$ cat config.mk
export PLATFORM = sky130hd
export DESIGN_NAME = sdram_bank_cke_control
export DESIGN_NICKNAME = d
export VERILOG_FILES = /design/src/design/sdram_ctl_pkg.sv /design/src/design/bank_event_if.sv /design/src/design/bank_tracker.sv /design/src/design/sdram_bank_cke_control.sv /design/src/design/sync_fifo.sv
export SDC_FILE = /design/constraint.sdc
export NUM_CORES = 1
export LEC_CHECK = 0
export ABC_AREA = 1
export BUFFER_PORTS_ARGS = -buffer_cell sky130_fd_sc_hd__buf_2
export CAP_MARGIN = 30
export CORE_ASPECT_RATIO = 0.9
export CORE_MARGIN = 2
export CORE_UTILIZATION = 40
export DETAILED_ROUTE_END_ITERATION = 8
export PLACE_DENSITY = 0.57
export RECOVER_POWER = 25
export SLEW_MARGIN = 20
export SYNTH_ARGS = -nofsm -noshare
export SYNTH_HDL_FRONTEND = slang
export SYNTH_SLANG_ARGS = --single-unit
$ cat constraint.sdc
create_clock -name core_clk -period 1.8 [get_ports core_clk]
set_input_delay 0.18 -clock core_clk [delete_from_list [all_inputs] [get_ports core_clk]]
set_output_delay 0.18 -clock core_clk [all_outputs]
set_load 0.02 [all_outputs]
$ cat src/design/sdram_ctl_pkg.sv
// Purpose: Shared constants and types for the bank/CKE state logic
// Assumes: Single 100 MHz clock, synchronous active-high reset
// Notes: Command codes are {cs_n, ras_n, cas_n, we_n}
package sdram_ctl_pkg;
  localparam int NUM_BANKS = 4;
  localparam int BANK_W = 2;
  localparam int DATA_W = 16;
  localparam int FIFO_DEPTH = 16;
  localparam int CNT_W = 8;
  localparam int CLK_PERIOD_NS = 10;
  // Figures in ns; cycle counts derived below
  localparam int PRECHARGE_TIME_NS = 18;
  localparam int WRITE_RECOVERY_TIME_NS = 15;
  localparam int SELF_REFRESH_EXIT_TIME_NS = 120;
  localparam int ACT_TIME_NS = 18;
  localparam logic [CNT_W-1:0] PRECHARGE_CYC =
    CNT_W'((PRECHARGE_TIME_NS + CLK_PERIOD_NS - 1) / CLK_PERIOD_NS);
  localparam logic [CNT_W-1:0] WRITE_RECOVERY_CYC =
    CNT_W'((WRITE_RECOVERY_TIME_NS + CLK_PERIOD_NS - 1) / CLK_PERIOD_NS);
  localparam logic [CNT_W-1:0] SELF_REFRESH_EXIT_CYC =
    CNT_W'((SELF_REFRESH_EXIT_TIME_NS + CLK_PERIOD_NS - 1) / CLK_PERIOD_NS);
  localparam logic [CNT_W-1:0] ACT_CYC =
    CNT_W'((ACT_TIME_NS + CLK_PERIOD_NS - 1) / CLK_PERIOD_NS);
  localparam logic [CNT_W-1:0] CNT_ZERO = 8'h00;
  localparam logic [CNT_W-1:0] CNT_ONE = 8'h01;
  localparam logic [2:0] READ_LATENCY_DEF = 3'h3;
  localparam logic [3:0] BURST_LEN_DEF = 4'h4;
  localparam logic [1:0] NOP_MIN = 2'h2;
  localparam int AP_BIT = 10;
  localparam int ADDR_W = 13;

  localparam logic [3:0] CMD_NOP = 4'h7;
  localparam logic [3:0] CMD_ACT = 4'h3;
  localparam logic [3:0] CMD_READ = 4'h5;
  localparam logic [3:0] CMD_WRITE = 4'h4;
  localparam logic [3:0] CMD_PRE = 4'h2;
  localparam logic [3:0] CMD_REF = 4'h1;
  localparam logic [3:0] CMD_LMR = 4'h0;
  localparam logic [3:0] CMD_STOP = 4'h6;

  typedef enum {
    BANK_IDLE, BANK_ACTIVATING, BANK_ACTIVE, BANK_READ, BANK_WRITE,
    BANK_READ_AP, BANK_WRITE_AP, BANK_RECOVER, BANK_PRECHARGING
  } bank_state_t;

  typedef enum {
    PWR_NORMAL, PWR_POWER_DOWN, PWR_SELF_REFRESH, PWR_SR_EXIT,
    PWR_CLOCK_SUSPEND, PWR_ARRAY_SHUTDOWN, PWR_REFRESHING
  } power_state_t;
endpackage

$ cat src/design/bank_event_if.sv
`timescale 1ns/1ps
// Purpose: Carries decoded per-bank events from the top to each bank tracker
// Assumes: One clock domain
// Notes: One instance per bank
interface bank_event_if;
  logic doAct;
  logic doRead;
  logic doWrite;
  logic autoPre;
  logic doPre;
  logic interrupt;
  logic stop;
  logic burstDone;
  sdram_ctl_pkg::bank_state_t state;
  modport ctrl (output doAct, output doRead, output doWrite, output autoPre, output doPre,
    output interrupt, output stop, output burstDone, input state);
  modport bank (input doAct, input doRead, input doWrite, input autoPre, input doPre,
    input interrupt, input stop, input burstDone, output state);
endinterface

$ cat src/design/bank_tracker.sv
`timescale 1ns/1ps
// Purpose: State of one bank: activation, bursts, auto and explicit precharge
// Assumes: Controller keeps same-bank timing legal
// Notes: Recovery delay precedes concurrent precharge of an interrupted write
module bank_tracker (
  input wire logic core_clk,
  input wire logic srst,
  bank_event_if.bank ev
);
  typedef struct packed {
    sdram_ctl_pkg::bank_state_t state;
    logic [sdram_ctl_pkg::CNT_W-1:0] cnt;
  } bank_t;
  bank_t st_reg;
  bank_t st_next;

  assign ev.state = st_reg.state;

  always_comb begin
    st_next = st_reg;
    if (st_reg.cnt != sdram_ctl_pkg::CNT_ZERO) begin
      st_next.cnt = st_reg.cnt - sdram_ctl_pkg::CNT_ONE;
    end
    case (st_reg.state)
      sdram_ctl_pkg::BANK_IDLE: begin
        // Precharge to an idle bank is ignored: no branch takes doPre here
        if (ev.doAct) begin // RQ2
          st_next.state = sdram_ctl_pkg::BANK_ACTIVATING;
          st_next.cnt = sdram_ctl_pkg::ACT_CYC;
        end
      end
      sdram_ctl_pkg::BANK_ACTIVATING: begin
        if (st_reg.cnt <= sdram_ctl_pkg::CNT_ONE) begin
          st_next.state = sdram_ctl_pkg::BANK_ACTIVE;
        end
      end
      sdram_ctl_pkg::BANK_ACTIVE, sdram_ctl_pkg::BANK_READ, sdram_ctl_pkg::BANK_WRITE: begin
        if (ev.doRead) begin
          st_next.state = ev.autoPre ? sdram_ctl_pkg::BANK_READ_AP : sdram_ctl_pkg::BANK_READ;
        end else if (ev.doWrite) begin
          st_next.state = ev.autoPre ? sdram_ctl_pkg::BANK_WRITE_AP : sdram_ctl_pkg::BANK_WRITE;
        end else if (ev.doPre) begin
          st_next.state = sdram_ctl_pkg::BANK_PRECHARGING;
          st_next.cnt = sdram_ctl_pkg::PRECHARGE_CYC;
        end else if (ev.interrupt || ev.stop || ev.burstDone) begin
          if (st_reg.state != sdram_ctl_pkg::BANK_ACTIVE) begin
            st_next.state = sdram_ctl_pkg::BANK_ACTIVE;
          end
        end
      end
      sdram_ctl_pkg::BANK_READ_AP: begin
        if (ev.interrupt || ev.burstDone || ev.stop) begin // RQ6 RQ12
          st_next.state = sdram_ctl_pkg::BANK_PRECHARGING;
          st_next.cnt = sdram_ctl_pkg::PRECHARGE_CYC;
        end
      end
      sdram_ctl_pkg::BANK_WRITE_AP: begin
        if (ev.interrupt || ev.burstDone || ev.stop) begin // RQ6 RQ13
          st_next.state = sdram_ctl_pkg::BANK_RECOVER;
          st_next.cnt = sdram_ctl_pkg::WRITE_RECOVERY_CYC;
        end
      end
      sdram_ctl_pkg::BANK_RECOVER: begin
        if (st_reg.cnt <= sdram_ctl_pkg::CNT_ONE) begin // RQ13
          st_next.state = sdram_ctl_pkg::BANK_PRECHARGING;
          st_next.cnt = sdram_ctl_pkg::PRECHARGE_CYC;
        end
      end
      sdram_ctl_pkg::BANK_PRECHARGING: begin
        if (st_reg.cnt <= sdram_ctl_pkg::CNT_ONE) begin
          st_next.state = sdram_ctl_pkg::BANK_IDLE;
        end
      end
      default: st_next.state = sdram_ctl_pkg::BANK_IDLE;
    endcase
  end

  always_ff @(posedge core_clk) begin
    if (srst) begin
      st_reg.state <= sdram_ctl_pkg::BANK_IDLE;
      st_reg.cnt <= sdram_ctl_pkg::CNT_ZERO;
    end else begin
      st_reg <= st_next;
    end
  end
endmodule // bank_tracker

$ cat src/design/sdram_bank_cke_control.sv
`timescale 1ns/1ps
// Purpose: Inter-bank command legality, burst data timing and CKE power states
// Assumes: Pins sampled on core_clk; same-bank timing kept by the controller
// Notes: Read data comes from a FIFO standing in for the array
//
// Summary of operation
// RQ1: Refresh, self refresh, mode load need all idle
// RQ2: CS,RAS low, CAS,WE high activates bank
// RQ3: Idle bank never blocks other-bank commands
// RQ4: Precharge elsewhere leaves running burst alone
// RQ5: Burst stop hits only the running burst
// RQ6: Interrupted auto-precharge burst precharges itself
// RQ7: Read-on-read ends old data after latency
// RQ8: Write ends a read at once; mask earlier
// RQ9: Write ends auto-precharge read; precharge starts then
// RQ10: Read ends write; last data one before
// RQ11: Write ends write; last data one before
// RQ12: Read ends auto-precharge read; precharge starts then
// RQ13: Interrupted auto-precharge write waits recovery first
// RQ14: CKE low twice keeps low-power state
// RQ15: CKE fall: power-down, self refresh, or suspend
// RQ16: Stop with CKE low idle enters shutdown
// RQ17: Power-down exit idle by next edge
// RQ18: Self refresh exit waits exit time, NOPs
// RQ19: Suspend exit resumes, next command decoded
// RQ20: Precharge to idle bank is no-op
// RQ21: Controller precharges all only from legal states
// RQ22: Self refresh is refresh with CKE low
// RQ23: Burst stop truncates the latest burst
module sdram_bank_cke_control (
  input wire logic core_clk,
  input wire logic srst,
  input wire logic clockEnable,
  input wire logic chipSelectN,
  input wire logic rowStrobeN,
  input wire logic colStrobeN,
  input wire logic writeEnableN,
  input wire logic [sdram_ctl_pkg::BANK_W-1:0] bankAddr,
  input wire logic [sdram_ctl_pkg::ADDR_W-1:0] addr,
  input wire logic [sdram_ctl_pkg::DATA_W-1:0] dataIn,
  output logic [sdram_ctl_pkg::DATA_W-1:0] dataOut,
  output logic dataOutEn,
  output logic dataOutEnN,
  output logic allIdle,
  output logic [2:0] powerState,
  output logic cmdRejected,
  output logic writeAccepted,
  output logic [sdram_ctl_pkg::BANK_W-1:0] writeBank,
  output logic [sdram_ctl_pkg::DATA_W-1:0] writeData
);
  localparam int NB = sdram_ctl_pkg::NUM_BANKS;

  typedef struct packed {
    sdram_ctl_pkg::power_state_t pwr;
    logic ckePrev;
    logic [sdram_ctl_pkg::CNT_W-1:0] pwrCnt;
    logic [1:0] nopCnt;
    logic readActive;
    logic writeActive;
    logic [sdram_ctl_pkg::BANK_W-1:0] burstBank;
    logic [3:0] burstLeft;
    logic [3:0] readLeft;
    logic [2:0] readDelay;
    logic [sdram_ctl_pkg::DATA_W-1:0] dataOut;
    logic dataOutEn;
    logic allIdle;
    logic cmdRejected;
    logic writeAccepted;
    logic [sdram_ctl_pkg::BANK_W-1:0] writeBank;
    logic [sdram_ctl_pkg::DATA_W-1:0] writeData;
  } top_t;
  top_t st_reg;
  top_t st_next;

  logic [3:0] cmd;
  logic isNop;
  logic cmdLive;
  logic anyIdle;
  logic everyIdle;
  logic [NB-1:0] idleVec;
  logic fifoInValid;
  logic fifoInReady;
  logic fifoOutValid;
  logic fifoOutReady;
  logic [sdram_ctl_pkg::DATA_W-1:0] fifoOutData;
  logic issueRead;
  logic issueWrite;
  logic issueStop;
  logic dataBeat;

  // ****************************************
  // Command decode
  // ****************************************
  assign cmd = {chipSelectN, rowStrobeN, colStrobeN, writeEnableN};
  assign isNop = chipSelectN || (cmd == sdram_ctl_pkg::CMD_NOP);
  assign everyIdle = &idleVec;
  assign anyIdle = |idleVec;
  // Commands only execute with CKE high at this and the previous edge
  assign cmdLive = clockEnable && st_reg.ckePrev &&
    (st_reg.pwr == sdram_ctl_pkg::PWR_NORMAL);
  assign issueRead = cmdLive && cmd == sdram_ctl_pkg::CMD_READ;
  assign issueWrite = cmdLive && cmd == sdram_ctl_pkg::CMD_WRITE;
  assign issueStop = cmdLive && cmd == sdram_ctl_pkg::CMD_STOP;

  // ****************************************
  // Bank trackers
  // ****************************************
  genvar gi;
  generate
    for (gi = 0; gi < NB; gi++) begin : g_bank
      bank_event_if bev ();
      logic sel;
      logic running;
      assign sel = bankAddr == sdram_ctl_pkg::BANK_W'(gi);
      assign running = (st_reg.readActive || st_reg.writeActive) &&
        st_reg.burstBank == sdram_ctl_pkg::BANK_W'(gi);
      assign bev.doAct = cmdLive && sel && cmd == sdram_ctl_pkg::CMD_ACT; // RQ2 RQ3
      assign bev.doRead = issueRead && sel;
      assign bev.doWrite = issueWrite && sel;
      assign bev.autoPre = addr[sdram_ctl_pkg::AP_BIT];
      // Single precharge only hits its bank; others keep bursting
      assign bev.doPre = cmdLive && cmd == sdram_ctl_pkg::CMD_PRE &&
        (sel || addr[sdram_ctl_pkg::AP_BIT]); // RQ4 RQ20
      // New burst elsewhere ends this one at registration
      assign bev.interrupt = (issueRead || issueWrite) && !sel && running; // RQ6 RQ12 RQ13
      assign bev.stop = issueStop && running; // RQ5 RQ23
      assign bev.burstDone = running && dataBeat && st_reg.burstLeft == 4'h1;
      assign idleVec[gi] = bev.state == sdram_ctl_pkg::BANK_IDLE;
      bank_tracker u_bank (
        .core_clk(core_clk),
        .srst(srst),
        .ev(bev)
      );
    end
  endgenerate

  // ****************************************
  // Read data path
  // ****************************************
  // Write data loops into the FIFO; a stalled FIFO rejects further writes
  assign fifoInValid = st_reg.writeAccepted;
  assign fifoOutReady = st_reg.readDelay == 3'h1 && st_reg.readLeft != 4'h0;
  assign dataBeat = (st_reg.readActive && st_reg.readDelay == 3'h0) || st_reg.writeActive;

  sync_fifo #(
    .WIDTH(sdram_ctl_pkg::DATA_W),
    .DEPTH(sdram_ctl_pkg::FIFO_DEPTH)
  ) u_fifo (
    .core_clk(core_clk),
    .srst(srst),
    .inValid(fifoInValid),
    .inReady(fifoInReady),
    .inData(st_reg.writeData),
    .outValid(fifoOutValid),
    .outReady(fifoOutReady),
    .outData(fifoOutData)
  );

  // ****************************************
  // Burst and power state
  // ****************************************
  always_comb begin
    st_next = st_reg;
    st_next.ckePrev = clockEnable; // RQ14
    st_next.cmdRejected = 1'b0;
    st_next.writeAccepted = 1'b0;
    st_next.allIdle = everyIdle;
    if (st_reg.pwrCnt != sdram_ctl_pkg::CNT_ZERO) begin
      st_next.pwrCnt = st_reg.pwrCnt - sdram_ctl_pkg::CNT_ONE;
    end
    case (st_reg.pwr)
      sdram_ctl_pkg::PWR_NORMAL: begin
        if (st_reg.ckePrev && !clockEnable) begin // RQ15
          if (st_reg.readActive || st_reg.writeActive) begin
            st_next.pwr = sdram_ctl_pkg::PWR_CLOCK_SUSPEND;
          end else if (everyIdle && isNop) begin
            st_next.pwr = sdram_ctl_pkg::PWR_POWER_DOWN;
          end else if (everyIdle && cmd == sdram_ctl_pkg::CMD_REF) begin // RQ22
            st_next.pwr = sdram_ctl_pkg::PWR_SELF_REFRESH;
          end else if (everyIdle && cmd == sdram_ctl_pkg::CMD_STOP) begin // RQ16
            st_next.pwr = sdram_ctl_pkg::PWR_ARRAY_SHUTDOWN;
          end else begin
            st_next.cmdRejected = 1'b1;
          end
        end else if (cmdLive && !isNop) begin
          if ((cmd == sdram_ctl_pkg::CMD_REF || cmd == sdram_ctl_pkg::CMD_LMR) &&
              !everyIdle) begin // RQ1
            st_next.cmdRejected = 1'b1;
          end else if (cmd == sdram_ctl_pkg::CMD_REF) begin
            st_next.pwr = sdram_ctl_pkg::PWR_REFRESHING;
            st_next.pwrCnt = sdram_ctl_pkg::PRECHARGE_CYC;
          end else if (issueStop && !(st_reg.readActive || st_reg.writeActive)) begin
            st_next.cmdRejected = 1'b1;
          end
          if (issueRead || issueWrite) begin // RQ3
            if (idleVec[bankAddr] && !anyIdle) begin
              st_next.cmdRejected = 1'b1;
            end
          end
        end
        if (cmdLive) begin
          if (issueRead) begin
            // Old read keeps driving until latency expires
            st_next.readActive = 1'b1; // RQ7 RQ10 RQ12
            st_next.writeActive = 1'b0;
            st_next.readDelay = sdram_ctl_pkg::READ_LATENCY_DEF;
            st_next.readLeft = sdram_ctl_pkg::BURST_LEN_DEF;
            st_next.burstLeft = sdram_ctl_pkg::BURST_LEN_DEF;
            st_next.burstBank = bankAddr;
          end else if (issueWrite) begin
            // Read output cut immediately; write data taken this edge
            st_next.readActive = 1'b0; // RQ8 RQ9 RQ11
            st_next.readLeft = 4'h0;
            st_next.dataOutEn = 1'b0;
            st_next.writeActive = 1'b1;
            st_next.burstLeft = sdram_ctl_pkg::BURST_LEN_DEF;
            st_next.burstBank = bankAddr;
          end else if (issueStop) begin // RQ5 RQ23
            st_next.readActive = 1'b0;
            st_next.writeActive = 1'b0;
            st_next.readLeft = 4'h0;
          end
        end
      end
      sdram_ctl_pkg::PWR_POWER_DOWN: begin
        if (clockEnable && isNop) begin // RQ17
          st_next.pwr = sdram_ctl_pkg::PWR_NORMAL;
        end
      end
      sdram_ctl_pkg::PWR_SELF_REFRESH: begin
        if (clockEnable && isNop) begin // RQ18
          st_next.pwr = sdram_ctl_pkg::PWR_SR_EXIT;
          st_next.pwrCnt = sdram_ctl_pkg::SELF_REFRESH_EXIT_CYC;
          st_next.nopCnt = 2'h0;
        end
      end
      sdram_ctl_pkg::PWR_SR_EXIT: begin
        if (!isNop) begin // RQ18
          st_next.cmdRejected = 1'b1;
        end else if (!chipSelectN && st_reg.nopCnt != sdram_ctl_pkg::NOP_MIN) begin
          st_next.nopCnt = st_reg.nopCnt + 2'h1;
        end
        if (st_reg.pwrCnt <= sdram_ctl_pkg::CNT_ONE &&
            st_reg.nopCnt == sdram_ctl_pkg::NOP_MIN) begin
          st_next.pwr = sdram_ctl_pkg::PWR_NORMAL;
        end
      end
      sdram_ctl_pkg::PWR_REFRESHING: begin
        if (st_reg.pwrCnt <= sdram_ctl_pkg::CNT_ONE) begin
          st_next.pwr = sdram_ctl_pkg::PWR_NORMAL;
        end
      end
      sdram_ctl_pkg::PWR_CLOCK_SUSPEND: begin
        if (clockEnable) begin // RQ19
          st_next.pwr = sdram_ctl_pkg::PWR_NORMAL;
        end
      end
      sdram_ctl_pkg::PWR_ARRAY_SHUTDOWN: begin
        if (clockEnable) begin // RQ16
          st_next.pwr = sdram_ctl_pkg::PWR_NORMAL;
        end
      end
      default: st_next.pwr = sdram_ctl_pkg::PWR_NORMAL;
    endcase

    // Data movement freezes while suspended; both-low edges hold state
    if (st_reg.pwr == sdram_ctl_pkg::PWR_NORMAL && clockEnable) begin // RQ14
      if (st_reg.readActive && st_reg.readDelay != 3'h0 && !issueRead) begin
        st_next.readDelay = st_reg.readDelay - 3'h1;
      end
      if (fifoOutReady && !issueWrite) begin // RQ7
        st_next.dataOut = fifoOutValid ? fifoOutData : '0;
        st_next.dataOutEn = 1'b1;
        st_next.readDelay = 3'h1;
        st_next.readLeft = st_reg.readLeft - 4'h1;
      end else if (st_reg.readLeft == 4'h0 || issueWrite) begin
        st_next.dataOutEn = 1'b0;
      end
      if ((issueWrite || st_reg.writeActive) && !issueRead && !issueStop) begin
        // Data sampled one clock before an interrupt is the last kept
        if (fifoInReady) begin // RQ10 RQ11
          st_next.writeAccepted = 1'b1;
          st_next.writeBank = issueWrite ? bankAddr : st_reg.burstBank;
          st_next.writeData = dataIn;
        end else begin
          st_next.cmdRejected = 1'b1;
        end
      end
      if (dataBeat && st_reg.burstLeft != 4'h0 && !issueRead && !issueWrite) begin
        st_next.burstLeft = st_reg.burstLeft - 4'h1;
        if (st_reg.burstLeft == 4'h1) begin
          st_next.writeActive = 1'b0;
          st_next.readActive = 1'b0;
        end
      end
    end
  end

  // ****************************************
  // State register
  // ****************************************
  always_ff @(posedge core_clk) begin
    if (srst) begin
      st_reg <= '0;
      st_reg.pwr <= sdram_ctl_pkg::PWR_NORMAL;
      st_reg.allIdle <= 1'b1;
    end else begin
      st_reg <= st_next;
    end
  end

  assign dataOut = st_reg.dataOut;
  assign dataOutEn = st_reg.dataOutEn;
  assign dataOutEnN = !st_reg.dataOutEn;
  assign allIdle = st_reg.allIdle;
  assign powerState = 3'(st_reg.pwr);
  assign cmdRejected = st_reg.cmdRejected;
  assign writeAccepted = st_reg.writeAccepted;
  assign writeBank = st_reg.writeBank;
  assign writeData = st_reg.writeData;
endmodule // sdram_bank_cke_control

$ cat src/design/sync_fifo.sv
`timescale 1ns/1ps
// Purpose: Flop-based FIFO with valid/ready on both sides
// Assumes: Depth is a power of two
// Notes: Full and empty are exact; no bypass path
module sync_fifo #(
  parameter int WIDTH = 16,
  parameter int DEPTH = 16
) (
  input wire logic core_clk,
  input wire logic srst,
  input wire logic inValid,
  output logic inReady,
  input wire logic [WIDTH-1:0] inData,
  output logic outValid,
  input wire logic outReady,
  output logic [WIDTH-1:0] outData
);
  localparam int AW = $clog2(DEPTH);
  typedef struct packed {
    logic [AW:0] wrPtr;
    logic [AW:0] rdPtr;
    logic [DEPTH-1:0][WIDTH-1:0] mem;
  } fifo_t;
  fifo_t st_reg;
  fifo_t st_next;
  logic full;
  logic empty;
  logic push;
  logic pop;

  assign full = (st_reg.wrPtr[AW] != st_reg.rdPtr[AW]) &&
    (st_reg.wrPtr[AW-1:0] == st_reg.rdPtr[AW-1:0]);
  assign empty = st_reg.wrPtr == st_reg.rdPtr;
  assign inReady = !full;
  assign outValid = !empty;
  assign outData = st_reg.mem[st_reg.rdPtr[AW-1:0]];
  assign push = inValid && !full;
  assign pop = outReady && !empty;

  always_comb begin
    st_next = st_reg;
    if (push) begin
      st_next.mem[st_reg.wrPtr[AW-1:0]] = inData;
      st_next.wrPtr = st_reg.wrPtr + 1'b1;
    end
    if (pop) begin
      st_next.rdPtr = st_reg.rdPtr + 1'b1;
    end
  end

  always_ff @(posedge core_clk) begin
    if (srst) begin
      st_reg <= '0;
    end else begin
      st_reg <= st_next;
    end
  end
endmodule // sync_fifo

# Word-level counts from Yosys, hierarchy flattened

Cells that the tools add are included.

Reductions and logical operators: 161
Equality and inequality tests: 105
Bitwise logic cells: 3
Muxes and demuxes: 142
$add $sub $neg: 11
Order comparisons: 9

Operators by type and width:

| kind                                                            | count |
|---|---|
| 2-to-1 mux 32 bit                                               | 41 |
| case mux 32 bit (7 select lines)                                | 4 |
| 2-to-1 mux 40 bit                                               | 16 |
| == test 32 x 3 -> 1 bit (second input constant)                 | 19 |
| == test 32 x 2 -> 1 bit (second input constant)                 | 10 |
| zero test 32 bit                                                | 10 |
| bitwise mux 256 bit                                             | 1 |
| case mux 32 bit (6 select lines)                                | 1 |
| 2-to-1 mux 8 bit                                                | 21 |
| == test 32 x 1 -> 1 bit (second input constant)                 | 5 |
| case mux 8 bit (5 select lines)                                 | 4 |
| == test 32 x 4 -> 1 bit (second input constant)                 | 4 |
| != test 32 x 3 -> 1 bit (second input constant)                 | 4 |
| logical AND 1 bit                                               | 76 |
| binary-select mux 16 bit (select 4 bit)                         | 1 |
| demux 16 bit (select 4 bit)                                     | 1 |
| 2-to-1 mux 16 bit                                               | 3 |
| != test 2 x 1 -> 1 bit (second input constant)                  | 21 |
| less-or-equal comparator 8 x 1 -> 1 bit (second input constant) | 5 |
| 2-to-1 mux 20 bit                                               | 2 |
| != test 5 x 4 -> 1 bit (second input constant)                  | 8 |
| nonzero test 8 bit                                              | 5 |
| subtractor 8 x 1 -> 8 bit (second input constant)               | 5 |
| AND reduction 8 bit                                             | 4 |
| other kinds (50)                                                | 160 |

Input port bits: 38
Flip-flop bits (word level): 522

# Longest topological paths before layout

Gate-level depths: netlist of run 1.

Depth in word-level cells: 15
Mapped depth: 15

# By module

Synthesis of run 1 repeated with hierarchy kept, for this count alone.

Cell total of the unflattened synthesis: 3872
Area, all modules: 24074.3 µm²

Modules (own cells, without submodules):

| module                 | area each (µm²) | cells each | sequential area each (µm²) | instances |
|---|---|---|---|---|
| sync_fifo              | 15197.1         | 2507       | 5325.1                     | 1 |
| bank_tracker           | 1173.6          | 181        | 240.2                      | 4 |
| sdram_bank_cke_control | 4182.8          | 641        | 1341.3                     | 1 |

# Worst setup path before layout of run 1

Ideal clock, no wire load.

Path type: register to register
From: register st_reg[38] (netlist name)
To: register g_bank[2].u_bank.st_reg[2] (netlist name)
Cell stages (with the launch flop): 13
Period minus slack after synthesis: 1892 ps
Slack: -92 ps
Setup time: 72 ps
Path buffers: 0
Arrival: 1820 ps
Cell sequence: dfxtp_1 > inv_1 > ha_1 > ha_1 > a21oi_1 > nor2_1 > nor2_1 > nand2_1 > nand3_1 > nand2_1 > nor2_1 > nand3_1 > a21oi_1

Longest elaborated chain between the ends: 9
Elaborated cells on any way between the ends: 10
Those cells by class: mux: 3; reduce/logical: 7

RTL lines:

| element                                     | RTL line                               | source |
|---|---|---|
| start, declared                             | sdram_bank_cke_control.sv:72           | `top_t st_reg;` |
| start signal, assigned                      | sdram_bank_cke_control.sv:308          | `st_reg <= st_next;` |
| zero test 3 bit *                           | sdram_bank_cke_control.sv:143          | `assign dataBeat = (st_reg.readActive && st_reg.readDelay == 3'h0) \|\| st_reg.writeActive;` |
| logical AND 1 bit *                         | sdram_bank_cke_control.sv:143          |  |
| logical OR 1 bit *                          | sdram_bank_cke_control.sv:143          |  |
| logical AND 1 bit * (2 in series)           | sdram_bank_cke_control.sv:127          | `assign bev.burstDone = running && dataBeat && st_reg.burstLeft == 4'h1;` |
| logical OR 1 bit * (2 in series)            | bank_tracker.sv:52, bank_tracker.sv:58 |  |
| 2-to-1 mux 40 bit, on equally long branches | bank_tracker.sv:58, bank_tracker.sv:52 |  |
| case mux 8 bit (5 select lines) *           | bank_tracker.sv:24                     | `case (st_reg.state)` |
| end signal, assigned                        | bank_tracker.sv:83                     | `st_reg <= st_next;` |
| end, declared                               | bank_tracker.sv:14                     | `bank_t st_reg;` |

Mark *: on every way between the ends. The rest lies on a longest branch, timed or not. The select of a mux whose other input is x is not followed.
A chain may end at the register's enable or synchronous reset.

# Final worst setup path of run 1

From: register st_reg, in the netlist powerState[2]
To: register st_reg, in the netlist writeData[5]

Longest elaborated chain between the ends: 7
Elaborated cells on any way between the ends: 12
Those cells by class: reduce/logical: 12

RTL lines:

| element                                             | RTL line                                                     | source |
|---|---|---|
| zero test 32 bit *                                  | sdram_bank_cke_control.sv:100, sdram_bank_cke_control.sv:267 |  |
| logical AND 1 bit                                   | sdram_bank_cke_control.sv:99                                 | `assign cmdLive = clockEnable && st_reg.ckePrev &&` |
| logical AND 1 bit, on equally long branches         | sdram_bank_cke_control.sv:102, sdram_bank_cke_control.sv:101 |  |
| logical OR 1 bit or zero test 1 bit (tied branches) | sdram_bank_cke_control.sv:279                                | `if ((issueWrite \|\| st_reg.writeActive) && !issueRead && !issueStop) begin` |
| logical AND 1 bit (2 in series)                     | sdram_bank_cke_control.sv:279                                |  |
| AND reduction 3 bit (no line) *                     | --                                                           |  |

Mark *: on every way between the ends. The rest lies on a longest branch, timed or not.

==> results of run 1 <==
[final timing paths]
path	end	depth (start not counted)	startpoint
worst min-delay path	writeData[14]	4	dataIn[14]
worst max-delay path	writeData[5]	12	powerState[2]
worst max register to register	writeData[5]	12	powerState[2]
worst min register to register	u_fifo.st_reg[109]	2	u_fifo.st_reg[109]
[report_power, final]
part	switching [mW]	leakage [nW]	internal (mW)	total (mW)
Combinational	3.16	6.18	2.21	5.37
Sequential	0.354	3.08	8.93	9.28
Clock	3.68	0.724	5.44	9.12
[kinds of logic after synthesis]
| logic type | Yosys count | synth area share |
|---|---|---|
| DFF | 381 | 0.415 |
| and+or+nand+nor | 927 | 0.216 |
| buffers and inverters | 462 | 0.111 |
| AOI/OAI and AO/OA | 811 | 0.226 |
| adders and majority gates | 23 | 0.0156 |
| xor gates and xnor gates | 36 | 0.0171 |
[worst min-delay path: cells and delay by family]
family	cells	cell delay (ns)
buffers and inverters	2	0.23
AO/OA/AOI/OAI	2	0.16
[cell type report]
type	instances	area [sq um]	share of cell area
clock inverters	13	151	0.00574
multi-input cells	1797	11300	0.428
well taps	608	761	0.0288
repair inverters	2	27.5	0.00104
repair buffers	391	4190	0.159
flip-flops and latches	381	7650	0.290
clock buffers	67	1310	0.0496
inverters	260	1010	0.0384
[Yosys cell counts (all sizes together) (3+ instances only)]
master / n
nand3: 243
buf: 87
o22ai: 7
a21oi: 426
o211ai: 11
nand4: 15
nor4: 4
a22o: 5
clkinv: 4
xnor2: 14
inv: 256
clkbuf: 115
xor2: 22
nand3b: 3
ha: 23
dfxtp: 381
o21ai: 352
nand2: 383
or2: 5
nor2: 237
nor3: 31
a211oi: 4
[per-layer routing]
layer,vias to the layer above,GRT usage,share of wire
met3,145,0.0342,0.076
li1,9273,-,-
met4,2,0.0741,0.033
met2,753,0.382,0.45
met1,9319,0.335,0.44
met5,-,0,0.00018
[what timing repair did]
item / CTS / global route
pin swaps: 43 / 167
gates cloned: 5 / 38
hold buffers: 18 / 0
hold endpoints to repair: 18 / 0
endpoints found under the setup margin: 346 / 345
gates resized for setup: 173 / 728
setup buffers: 19 / 36
[layout by cell type (no fill, tap or decap), types with 9 or more instances in the layout]
master / netlist / layout
a21oi_1: 424 / 288
a21oi_2: 2 / 132
buf_12: 0 / 36
buf_16: 0 / 9
buf_2: 22 / 50
buf_4: 46 / 166
buf_6: 13 / 52
buf_8: 0 / 14
clkbuf_1: 115 / 32
clkbuf_16: 0 / 73
clkinv_2: 0 / 9
dfxtp_1: 381 / 368
dfxtp_2: 0 / 12
dlygate4sd3_1: 0 / 18
ha_1: 23 / 21
inv_1: 254 / 240
inv_2: 1 / 9
nand2_1: 379 / 270
nand2_2: 4 / 57
nand2_4: 0 / 47
nand2_8: 0 / 9
nand3_1: 240 / 161
nand3_2: 2 / 58
nand3_4: 1 / 24
nand4_1: 14 / 14
nor2_1: 232 / 172
nor2_2: 4 / 38
nor2_4: 1 / 27
nor3_1: 29 / 22
o211ai_1: 11 / 11
o21ai_0: 342 / 200
o21ai_1: 10 / 60
o21ai_2: 0 / 84
xnor2_1: 14 / 14
xor2_1: 22 / 22
[metrics by stage]
step / cells / power [mW] / hold WS [ns] / area (sq um) / util
4_1_cts: 3447 / 23.3 / 0.00915 / 22800 / 0.503
5_1_grt: 3519 / 25.0 / 0.0339 / 26400 / 0.582
2_1_floorplan: 2640 / 12.6 / 0.315 / 18400 / -
3_5_place_dp: 3326 / 13.9 / 0.414 / 20500 / 0.451
6_report: 3519 / 23.8 / 0.0422 / 26400 / 0.582
3_3_place_gp: 3326 / 13.8 / 0.405 / 20500 / 0.451
==> run_results.csv, run 1 <==
group,metric,value,unit
placement,globalplace.congestion,0.872,
clock_tree,root_buffer,"clkbuf_16",
cells_and_area,area_growth,43.4,%
critical_path,regToRegSetupSlack,-0.18,ns
routing,wl,66900,um
routing,drt_first_iter_violations,1741,
logic_synthesis,synth_nets,2701,
placement,place.port_buffers,67,
cells_and_area,n_fill_cell,4022,
grt,track_usage,0.240,
timing,fin_ws,-0.182,ns
timing,rsz0062_at_grt,"true",
critical_path,crit_arrival,2.44,ns
logic_synthesis,avgSynthCellArea,6.97,sq um
status,violations,"setup timing",
cells_and_area,num_antenna_cells,0,
critical_path,startpoint_type,"register",
timing,fin_crit_sh,1.10,
job,maxCapViolCount,0,
critical_path,critPathMaxFanout,8,
grt,grt_pass1_vias,17290,
cells_and_area,nNetsFinal,2938,
power,p_leak,9.99,nW
critical_path,worstSetupPathType,"reg -> reg",
die,chipWidth,230,um
timing,finalSetupTns,-16.39,ns
cells_and_area,largest_reg_flops,266,
worst_hold_path,hold_path_class,"in -> reg",
logic_synthesis,synth.cell_area,18400,sq um
clock_tree,cts_buffer_depth,3,
logic_synthesis,ys_seq_area_frac,0.415,
clock_tree,cts_buffers,44,
grt,grt.overflow.total,0,
die,io_pins,80,
critical_path,worstPathRequired,2.26,ns
critical_path,critPathMaxStageDelay,0.33,ns
critical_path,end_kind,"register",
logic_synthesis,syn_inst,2640,
clock_tree,clk_pin_slew,0.06,ns
logic_synthesis,ys_async_sr_fraction,0,
routing,via_count,19492,
timing,slew_viol_final,0,
die,core_area,45400,sq um
clock_tree,clock_latency,0.57,ns
logic_synthesis,synth-warning-count,0,
routing,wl_per_cell,19.0,um
placement,post-dp-hpwl,38200,um
routing,route.antenna.remaining_nets,0,
clock_tree,h-tree-depth,2,
logic_synthesis,netlist-cell-type-count,46,
timing,max_freq,0.504,GHz
timing,hold_violations,0,
grt,antenna_found_initial,1,
timing,tightestPinTransition,0.621,ns
cells_and_area,drive_gt1_frac,0.332,
routing,vias_per_cell,5.54,
logic_synthesis,synth_ff_type,"dfxtp_1",
clock_tree,cts_tree,"done",
critical_path,worstPathCellList,"nor2_4 -> nand3_4 -> buf_12 -> nor2_4 -> nor2_2 -> nor2_1 -> nand3_2 -> a21oi_4 -> inv_4 -> buf_8 -> nor2_4 -> nor2_1",
die,die_h,207,um
logic_synthesis,ys_top_cells_by_area,"dfxtp_1 41%, a21oi_1 12%, o21ai_0 9.3%",
status,status,"complete, but fails checks",
die,rows,74,
timing,setup_viol,241,
logic_synthesis,ys_ff_latch,381,
power,power_density,901,nW/um^2
timing,clock_skew,0.0205,ns
routing,firstDrtPassIters,6,
critical_path,crit_family,"simple AND/OR/NAND/NOR gates",
logic_synthesis,synth_enable_flop_cells,0,
timing,finalCriticalPeriod,1.98,ns
die,die_area,47700,sq um
placement,place_ws,-0.245,ns
logic_synthesis,synth_top_area_frac,0.415,
critical_path,worst-path-buf-inv,3,
grt,grt_first_pass_wirelength,92600,um
timing,max-slew-margin-rel,0.583,
critical_path,cp_common_cell,"nor2_4",
die,start_util,0.406,
critical_path,slowest_stage,"dfxtp_2",
logic_synthesis,synth_top_area_cell,"dfxtp_1",
routing,drc,0,
power,vdd_ir_drop_max,0.729,mV
clock_tree,cts.sinks,381,
grt,grt_max_degree,79,
Power figures use the tool's default switching activity.
==> run 2: changes to the inputs <==
--- a/config.mk
+++ b/config.mk
@@ -9,11 +9,11 @@
 export BUFFER_PORTS_ARGS = -buffer_cell sky130_fd_sc_hd__buf_2
 export CAP_MARGIN = 30
 export CORE_ASPECT_RATIO = 0.9
-export CORE_MARGIN = 2
 export CORE_UTILIZATION = 40
 export DETAILED_ROUTE_END_ITERATION = 8
 export PLACE_DENSITY = 0.57
 export RECOVER_POWER = 25
+export SKIP_LAST_GASP = 1
 export SLEW_MARGIN = 20
 export SYNTH_ARGS = -nofsm -noshare
 export SYNTH_HDL_FRONTEND = slang
==> run_results.csv, run 2 (synthesis gave the netlist of run 1 again) <==
group,metric,value,unit
routing,wl,68300,um
grt,grt_pass1_vias,17133,
timing,finalSetupTns,-7.63,ns
timing,clock_skew,0.0253,ns
grt,grt.overflow.total,0,
grt,antenna_found_initial,1,
timing,rsz0062_at_grt,"true",
power,p_sw_frac,0.308,
power,p_switching,7.16,mW
power,power_frac_comb,0.227,
cells_and_area,n_fill_cell,3968,
timing,max_freq,0.517,GHz
timing,max-slew-margin-rel,0.263,
placement,globalplace.congestion,0.884,
cells_and_area,finalNonFillerCells,3530,
timing,tightestPinTransition,1.11,ns
placement,place_ws,-0.255,ns
power,cell_internal_pwr,16.1,mW
routing,drt_first_iter_violations,1654,
routing,wl_per_cell,19.3,um
die,core_area,45400,sq um
cells_and_area,layout_commonest_cell,"dfxtp_1",
power,seqPwrFrac,0.399,
clock_tree,cts.sinks,381,
placement,place.port_buffers,67,
critical_path,critPathMaxFanout,6,
critical_path,startpoint_type,"register",
routing,drc,0,
cells_and_area,drive_gt1_frac,0.348,
power,vdd_ir_drop_max,0.654,mV
routing,firstDrtPassIters,5,
routing,route.antenna.remaining_nets,0,
grt,track_usage,0.250,
routing,via_count,19644,
die,chipWidth,228,um
timing,whs,0.0405,ns
timing,finalCriticalPeriod,1.93,ns
critical_path,end_kind,"register",
cells_and_area,layout_common_cells,"370 x dfxtp_1, 272 x a21oi_1, 268 x nand2_1, 243 x inv_1",
timing,slew_viol_final,0,
clock_tree,cts_tree,"done",
status,status,"complete, but fails checks",
power,power.share.clock,0.374,
status,violations,"setup timing",
timing,fin_ws,-0.135,ns
grt,grt_max_degree,79,
timing,hold_violations,0,
cells_and_area,num_antenna_cells,0,
cells_and_area,nNetsFinal,2950,
worst_hold_path,hold_path_class,"in -> reg",
power,power_density,871,nW/um^2
timing,setup_viol,171,
cells_and_area,largest_reg_flops,266,
die,start_util,0.406,
critical_path,crit_arrival,2.45,ns
cells_and_area,area_growth,45.2,%
grt,grt_first_pass_wirelength,93900,um
die,rows,74,
die,die_h,205,um
clock_tree,h-tree-depth,2,
timing,fin_crit_sh,1.07,
clock_tree,clk_pin_slew,0.05,ns
clock_tree,root_buffer,"clkbuf_16",
placement,dp_cells,3342,
critical_path,worstPathRequired,2.32,ns
power,total_power,23.3,mW
clock_tree,clock_latency,0.60,ns
die,die_area,46900,sq um
die,io_pins,80,
clock_tree,cts_buffer_depth,3,
clock_tree,cts_buffers,44,
routing,vias_per_cell,5.56,
critical_path,worstSetupPathType,"reg -> reg",
power,p_leak,9.90,nW
job,maxCapViolCount,0,
placement,post-dp-hpwl,38600,um
-- run 2: worst max-delay path, stage by stage, from the launching register on --
cell and delay [ns]:
dfxtp_2 0.34, inv_2 0.05, ha_4 0.15, ha_4 0.16
a21oi_4 0.12, nor2_2 0.07, nor2_4 0.22, buf_6 0.14
nand2_4 0.07, nand3_4 0.07, nand3_4 0.09, nor2_4 0.16
nand3_4 0.12, nor2_1 0.12
-- run 2: cell type report --
| cell class | count | area, sq um | share of cell area |
|---|---|---|---|
| timing repair buffer | 400 | 4220 | 0.158 |
| clock inverter | 12 | 90.1 | 0.00337 |
| tap | 608 | 761 | 0.0285 |
| inverter | 260 | 992 | 0.0371 |
| clock buffer | 67 | 1300 | 0.0486 |
| multi-input combinational | 1802 | 11700 | 0.438 |
| sequential | 381 | 7650 | 0.286 |
-- run 2: path summary, 6_finish.rpt --
check                                         from                          to  slack [ns]  cells after the start
worst max register to register          st_reg[38]  g_bank[2].u_bank.st_reg[3]       -0.13                     13
worst min register to register  u_fifo.st_reg[103]          u_fifo.st_reg[103]        0.45                      2
worst max-delay path                    st_reg[38]  g_bank[2].u_bank.st_reg[3]       -0.13                     13
worst min-delay path                    dataIn[14]               writeData[14]        0.04                      4
-- run 2: timing repair --
action	in CTS	in global routing
hold buffers	18	0
cloned	9	41
buffers inserted	16	27
gates resized for setup	157	803
endpoints found under the setup margin	162	359
hold endpoints to repair	18	0
pin swaps	52	184
-- run 2: power groups by stage --
stage | sequential (mW) | combinational (mW) | clock [mW]
finish | 9.28 | 5.28 | 8.70
global route | 9.34 | 5.94 | 9.17
CTS | 9.26 | 4.83 | 8.83
detailed placement | 9.44 | 4.55 | 0
global placement | 9.42 | 4.46 | 0
floorplan | 9.42 | 3.22 | 0
-- run 2: metrics by stage --
step,utilization,area [sq um]
global route,0.589,26700
CTS,0.507,23000
global placement,0.453,20600
floorplan,-,18400
detailed placement,0.453,20600
finish,0.589,26700
-- run 2: layer usage --
metal / up-vias / wire, um / share of wire / track usage
met5: - / 9 / 0.00013 / 0
met4: 2 / 2710 / 0.040 / 0.0913
met1: 9413 / 29700 / 0.43 / 0.346
met2: 775 / 30500 / 0.45 / 0.391
li1: 9294 / - / - / -
met3: 160 / 5370 / 0.079 / 0.0425
